<file path="config.mk">
export PLATFORM = sky130hd
export DESIGN_NAME = tamo_regs
export DESIGN_NICKNAME = d
export VERILOG_FILES = /design/src/tamo_pkg.sv /design/src/tamo_sync_if.sv /design/src/tamo_offset_hold.sv /design/src/tamo_regs.sv
export SDC_FILE = /design/constraint.sdc
export NUM_CORES = 1
export LEC_CHECK = 0
export BUFFER_PORTS_ARGS = -buffer_cell sky130_fd_sc_hd__buf_2
export CAP_MARGIN = 15
export CORE_MARGIN = 2
export CORE_UTILIZATION = 40
export CTS_CLUSTER_DIAMETER = 100
export CTS_CLUSTER_SIZE = 8
export DETAILED_ROUTE_END_ITERATION = 16
export SYNTH_ARGS = -nofsm -noshare
export SYNTH_HDL_FRONTEND = slang
export SYNTH_HIERARCHICAL = 1
export SYNTH_SLANG_ARGS = --single-unit
</file>
<file path="constraint.sdc">
create_clock -name core_clk -period 2.5 [get_ports core_clk]
set_input_delay 0.125 -clock core_clk [delete_from_list [all_inputs] [get_ports core_clk]]
set_output_delay 0.125 -clock core_clk [all_outputs]
set_load 0.1 [all_outputs]
</file>
<file path="src/tamo_pkg.sv">
// package: offsets, field layouts and reset values of the alarm/offset bank
package tamo_pkg;
	localparam logic [6:0] ADDR_TEMP = 7'h06;
	localparam logic [6:0] ADDR_MASK = 7'h07;
	localparam logic [6:0] ADDR_OFFA = 7'h08;
	localparam logic [6:0] ADDR_OFFB = 7'h09;
	localparam int TEMP_LSB = 8;
	localparam int OFFSET_W = 13;
	localparam logic [15:0] MASK_RESET = 16'hFFFF;
	localparam logic [15:0] OFFA_RESET = 16'h0000;
	localparam logic [15:0] OFFB_RESET = 16'h0000;
	localparam logic [15:0] MASK_USED = 16'hBFBC;
	localparam int BIT_FIFO_COLL = 13;
	localparam int BIT_FIFO_ONE = 12;
	localparam int BIT_FIFO_TWO = 11;
	localparam int TEMP_READ_NS = 1000;
	localparam int CLK_NS = 10;
	localparam int TEMP_READ_CYC = (TEMP_READ_NS + CLK_NS - 1) / CLK_NS;
endpackage : tamo_pkg

</file>
<file path="src/tamo_sync_if.sv">
// interface: offset pair handed to the correction block on auto-sync
`timescale 1ns/100ps
`default_nettype none
interface tamo_sync_if;
	logic load;
	logic [12:0] off_a;
	logic [12:0] off_b;
	logic [12:0] act_a;
	logic [12:0] act_b;
	modport src (output load, output off_a, output off_b);
	modport dst (input load, input off_a, input off_b,
		output act_a, output act_b);
endinterface : tamo_sync_if
`default_nettype wire

</file>
<file path="src/tamo_offset_hold.sv">
// module: active offset pair, loaded together on auto-sync
`timescale 1ns/100ps
`default_nettype none
module tamo_offset_hold (
	input wire logic core_clk,
	input wire logic reset_n,
	tamo_sync_if.dst sync
);
	always_ff @(posedge core_clk or negedge reset_n) begin
		if (!reset_n) begin
			sync.act_a <= 13'h0000;
			sync.act_b <= 13'h0000;
		end else if (sync.load) begin
			sync.act_a <= sync.off_a;
			sync.act_b <= sync.off_b;
		end
	end
endmodule : tamo_offset_hold
`default_nettype wire

</file>
<file path="src/tamo_regs.sv">
// module: temperature, alarm mask and A/B offset register bank
`timescale 1ns/100ps
`default_nettype none
module tamo_regs (
	input wire logic core_clk,
	input wire logic reset_n,
	input wire logic reg_wr,
	input wire logic reg_rd,
	input wire logic [6:0] reg_addr,
	input wire logic [15:0] reg_wdata,
	output logic [15:0] reg_rdata,
	input wire logic auto_sync_en,
	input wire logic [7:0] temp_sensor,
	input wire logic [15:0] alarm_status,
	input wire logic [2:0] fifo_status,
	output logic alarm_out,
	output logic [15:0] alarm_word,
	output logic [12:0] chan_a_offset_value,
	output logic [12:0] chan_b_offset_value,
	output logic sync_pulse
);
	logic [15:0] mask_q;
	logic [12:0] offa_q;
	logic [12:0] offb_q;
	logic [7:0] temp_q;
	logic sync_q;
	logic boot_q;
	logic [15:0] status_w;
	logic [15:0] gated_w;
	tamo_sync_if sif ();

	function automatic logic hit(input logic [6:0] a, input logic [6:0] b);
		hit = (a == b);
	endfunction : hit

	// sensor sampled every cycle; no reset constant is meaningful here
	always_ff @(posedge core_clk) begin
		temp_q <= temp_sensor;
	end

	always_ff @(posedge core_clk or negedge reset_n) begin
		if (!reset_n) begin
			mask_q <= tamo_pkg::MASK_RESET;
		end else if (reg_wr && hit(reg_addr, tamo_pkg::ADDR_MASK)) begin
			mask_q <= reg_wdata;
		end
	end

	always_ff @(posedge core_clk or negedge reset_n) begin
		if (!reset_n) begin
			offa_q <= tamo_pkg::OFFA_RESET[12:0];
			offb_q <= tamo_pkg::OFFB_RESET[12:0];
		end else if (reg_wr) begin
			if (hit(reg_addr, tamo_pkg::ADDR_OFFA)) begin
				offa_q <= reg_wdata[12:0];
			end
			if (hit(reg_addr, tamo_pkg::ADDR_OFFB)) begin
				offb_q <= reg_wdata[12:0];
			end
		end
	end

	// reset load is a sync of its own, issued once just after release
	always_ff @(posedge core_clk or negedge reset_n) begin
		if (!reset_n) begin
			boot_q <= 1'b1;
			sync_q <= 1'b0;
		end else begin
			boot_q <= 1'b0;
			sync_q <= boot_q
				|| (reg_wr && auto_sync_en
				&& hit(reg_addr, tamo_pkg::ADDR_OFFA));
		end
	end

	assign sif.load = sync_q;
	assign sif.off_a = offa_q;
	assign sif.off_b = offb_q;

	tamo_offset_hold u_hold (
		.core_clk(core_clk),
		.reset_n(reset_n),
		.sync(sif)
	);

	// fifo field decoded by priority: collision beats one-apart beats two
	always_comb begin
		status_w = alarm_status & tamo_pkg::MASK_USED;
		status_w[tamo_pkg::BIT_FIFO_COLL] = fifo_status[2];
		status_w[tamo_pkg::BIT_FIFO_ONE] = !fifo_status[2]
			&& fifo_status[1];
		status_w[tamo_pkg::BIT_FIFO_TWO] = fifo_status == 3'b001;
	end

	// one gate per alarm, so a masked bit never reaches alarm_out; alarm_word still carries status_w unmasked
	for (genvar i = 0; i < 16; i++) begin : g_gate
		assign gated_w[i] = status_w[i] && !mask_q[i];
	end

	always_ff @(posedge core_clk or negedge reset_n) begin
		if (!reset_n) begin
			alarm_word <= 16'h0000;
			alarm_out <= 1'b0;
		end else begin
			alarm_word <= status_w;
			alarm_out <= |gated_w;
		end
	end

	always_ff @(posedge core_clk or negedge reset_n) begin
		if (!reset_n) begin
			reg_rdata <= 16'h0000;
		end else if (reg_rd) begin
			case (reg_addr)
				tamo_pkg::ADDR_TEMP: reg_rdata <= {temp_q, 8'h00};
				tamo_pkg::ADDR_MASK: reg_rdata <= mask_q;
				tamo_pkg::ADDR_OFFA: reg_rdata <= {3'h0, offa_q};
				tamo_pkg::ADDR_OFFB: reg_rdata <= {3'h0, offb_q};
				default: reg_rdata <= 16'h0000;
			endcase
		end
	end

	always_ff @(posedge core_clk or negedge reset_n) begin
		if (!reset_n) begin
			chan_a_offset_value <= 13'h0000;
			chan_b_offset_value <= 13'h0000;
			sync_pulse <= 1'b0;
		end else begin
			chan_a_offset_value <= sif.act_a;
			chan_b_offset_value <= sif.act_b;
			sync_pulse <= sync_q;
		end
	end
endmodule : tamo_regs
`default_nettype wire

</file>
==> impl_results.md <==
* Final ANT Viol Nets at 0
* Setup violators final at 0
* DRT Wirelength at 11000 um
* Final Hold Vio Count at 0
* Hold crit path type: in2reg
* Fillers at about 1100
* Area delta synth->final at 32.6%
* CTS tree: yes
* CP peak stage delay at ~0.34 ns
* Portion of netlist area occupied by mux cells at 20.0%
* Slowest-stage cell, CP: mux2_2
* Commonest non-fill, non-tap cell in the layout: dfrtp_1
* Max_slew headroom at about 50%
* Clk_lat worst skew at just over 0.4 ns
* Initial antenna violation count at 0
* Syn_area_per_cell at about 16 um^2
* Status: completed
* Slew @ Worst Pin at 0.743 ns
* Power per cell area at roughly 850 nW/um^2
* Final net count at about 530
* Number of global-route vias before repair at ~3200
* CP top delay family: simple AND/OR/NAND/NOR gates
* Total number of H-tree levels at 4
* Die width at 117 um
* Io pins at about 120
* Max FO, Critical Path at 6
* Worst Setup Start Kind: input port
* CTS buffer count at 17
* First-pass GRT wire length at around 17000 um
* Hold endpoint: sif.load$_DFF_PN0_
* Die area at roughly 14000 um^2
* Grt total ovfl at 0
* Via count at approximately 3000
* Worst hold start: reg_wr
* Final Wtd Congestion at 0.759
* Input/output buffers at approximately 100
* Kind of critical path: in2reg
* Worst Reg-to-Reg Cells at 2
* Post-Route Setup TNS at 0 ns
* Slew Limit Fails at 0
* # diodes at 0
* Worst setup EP type: register
* Final std cells w/o fill at ~660
* CTS Sinks at 134
* Core box area at 12500 um^2
* R2R Path Start: sif.load$_DFF_PN0_
* Initial core utilization at 40.5%
* Post-synth EDFFs at 0
* Simple-gate share of the synthesized area at about 2.6%
* Minimum clock period at about 1.5 ns
* Final worst-path cycle share at 58.2%
* Synthesized flop and latch total at around 130
* Synth unique cells at 36
* Postcts setup bufs at 0
* Drt wl/cell at about 17 um
* Iteration count of the initial detailed-routing pass at 4
* Via density at between 4 and 5
* Post-Synth XOR/XNOR Area at 0%
* Num rows at 41
* Maximum VDD drop at about 0.00035 V
* Achievable clock frequency at 687 MHz
* Leak at between 3 and 4 nW
* Pin count of the biggest net entering global routing at 47
* FFs w/ async S/R, synth at a little over nine tenths
* Register area share after synthesis at between 60% and 70%
* Largest family of logic cells by synthesized area: multiplexers
* Maxcap violations at 0
* Clock Path Buffers at 2
* Share of post-route cells with drive strength above 1 at just under 50%
* Synthesized-area fraction occupied by adder cells at 0%
* Reg2reg end: u_hold/sync.act_a[10]$_DFFE_PN0P_
* Die H at 117 um
* Area fraction in compound gates after synthesis at between 6 and 7%
* Detailed Place HPWL at 7500 um
* Commonest register cell after synthesis: dfrtp_1
* Crit path buffers/inverters at 2
* GRT Resource Usage Total at between 10% and 20%
* Unrepaired setup endpoints after global routing: no
* Worst path cell trace: buf_2, nor3b_2, nand2_1, nor2_2, buf_4, mux2_2
* Yosys synthesis warning count at 6
* Arrival time worst endpoint at 1.75 ns
* Reg2reg setup slack at around 1.2 ns
* Most frequent cells in the layout: dfrtp_1 (109), buf_2 (102), mux2_2 (41), dlygate4sd3_1 (38), mux2_4 (30)
* Cell area after synthesis at between 5000 and 6000 um^2
* # DRC at 0
* Clock skew at ~0.006 ns
* 1st-iter DRT viols at ~150
* Post-Synthesis Cells at 320
* CTS root buffer: clkbuf_16
* Placed instance count at ~600
* Worst path required time at approximately 2.8 ns
* Hold path cells at 2
* Worst-path clk slew at approximately 0.05 ns
## stage by stage
| step | total power [mW] | hold WS, ns | instance area [um^2] | setup WS (ns) | util [%] |
|---|---|---|---|---|---|
| detailed placement | 3.29 | 0.143 | 5740 | 0.593 | 45.9 |
| CTS | 5.79 | 0.0201 | 6720 | 1.03 | 53.7 |
| global route | 5.93 | 0.0377 | 6720 | 0.950 | 53.7 |
| finish | 5.73 | 0.0339 | 6720 | 1.04 | 53.7 |
| floorplan | 3.09 | -0.171 | 5090 | 1.15 | - |
| global placement | 3.28 | 0.139 | 5740 | 0.629 | 45.9 |
## state kept, by name, indices dropped and copies added, names as in the netlist
signal               count
offa_q                  13
sif.load                 1
temp_q                   8
chan_b_offset_value     13
offb_q                  13
alarm_word              12
mask_q                  16
boot_q                   1
alarm_out                1
sync_pulse               1
reg_rdata               16
u_hold/sync.act_b       13
chan_a_offset_value     13
u_hold/sync.act_a       13
## worst max path at each step
stage / slack [ns] / startpoint / to / cells after the start
2_1_floorplan: 1.15 / reg_addr[3] / mask_q[10]$_DFFE_PN1P_ / 6
3_3_place_gp: 0.63 / reg_addr[1] / offb_q[1]$_DFFE_PN0P_ / 6
3_5_place_dp: 0.59 / reg_addr[1] / offb_q[1]$_DFFE_PN0P_ / 6
4_1_cts: 1.03 / reg_addr[1] / offb_q[2]$_DFFE_PN0P_ / 6
5_1_grt: 0.95 / reg_addr[1] / offb_q[0]$_DFFE_PN0P_ / 6
6_report: 1.04 / reg_addr[1] / offb_q[6]$_DFFE_PN0P_ / 6
## kinds of logic after synthesis
logic type / count (synthesis)
AOI/OAI and AO/OA: 45
buffers and inverters: 41
and+or+nand+nor: 18
DFF: 134
muxes: 81
other: 1
## layer usage
layer,share of wire (%),up-vias,wire length [um],global-route usage [%]
li1,-,1442,-,-
met1,46,1532,5040,22.5
met2,48,80,5240,27.8
met3,4.5,18,492,4.93
met4,1.8,0,198,6.82
met5,0,-,0,0
## worst register-to-register path, cell delays in order (launching register included)
cell and delay, ns:
dfrtp_1 0.32, buf_4 0.43, mux2_2 0.40
## what timing repair did
item / 4_1_cts / 5_1_grt
hold buffers: 38 / 0
resized for setup: 0 / 0
hold endpoints to repair: 95 / 0
## area by class of cell
cell class / count / area, um^2 / area share, %
Clock buffer: 25 / 536 / 7.96
Clock inverter: 7 / 65.1 / 0.968
Inverter: 23 / 86.3 / 1.28
Multi-Input combinational cell: 149 / 1500 / 22.3
Sequential cell: 134 / 3330 / 49.6
Tap cell: 172 / 215 / 3.20
Timing Repair Buffer: 151 / 986 / 14.7
## synthesized netlist by cell type, types with 6 or more instances
cell	instances	area (um^2)
dfstp_2	17	447
a22oi_1	7	52.6
mux2_2	41	462
a2bb2oi_1	7	61.3
inv_1	23	86.3
mux2i_1	10	100
dfxtp_1	8	160
mux2_4	30	450
dfrtp_1	109	2730
nand2_1	6	22.5
buf_4	6	45.0
o22ai_1	14	87.6
## where the power goes
group,switching (mW),internal (mW)
clock network,0.856,1.57
registers,0.0880,2.35
logic,0.617,0.247
total,1.56,4.16
(Power assumes the default switching activity.)
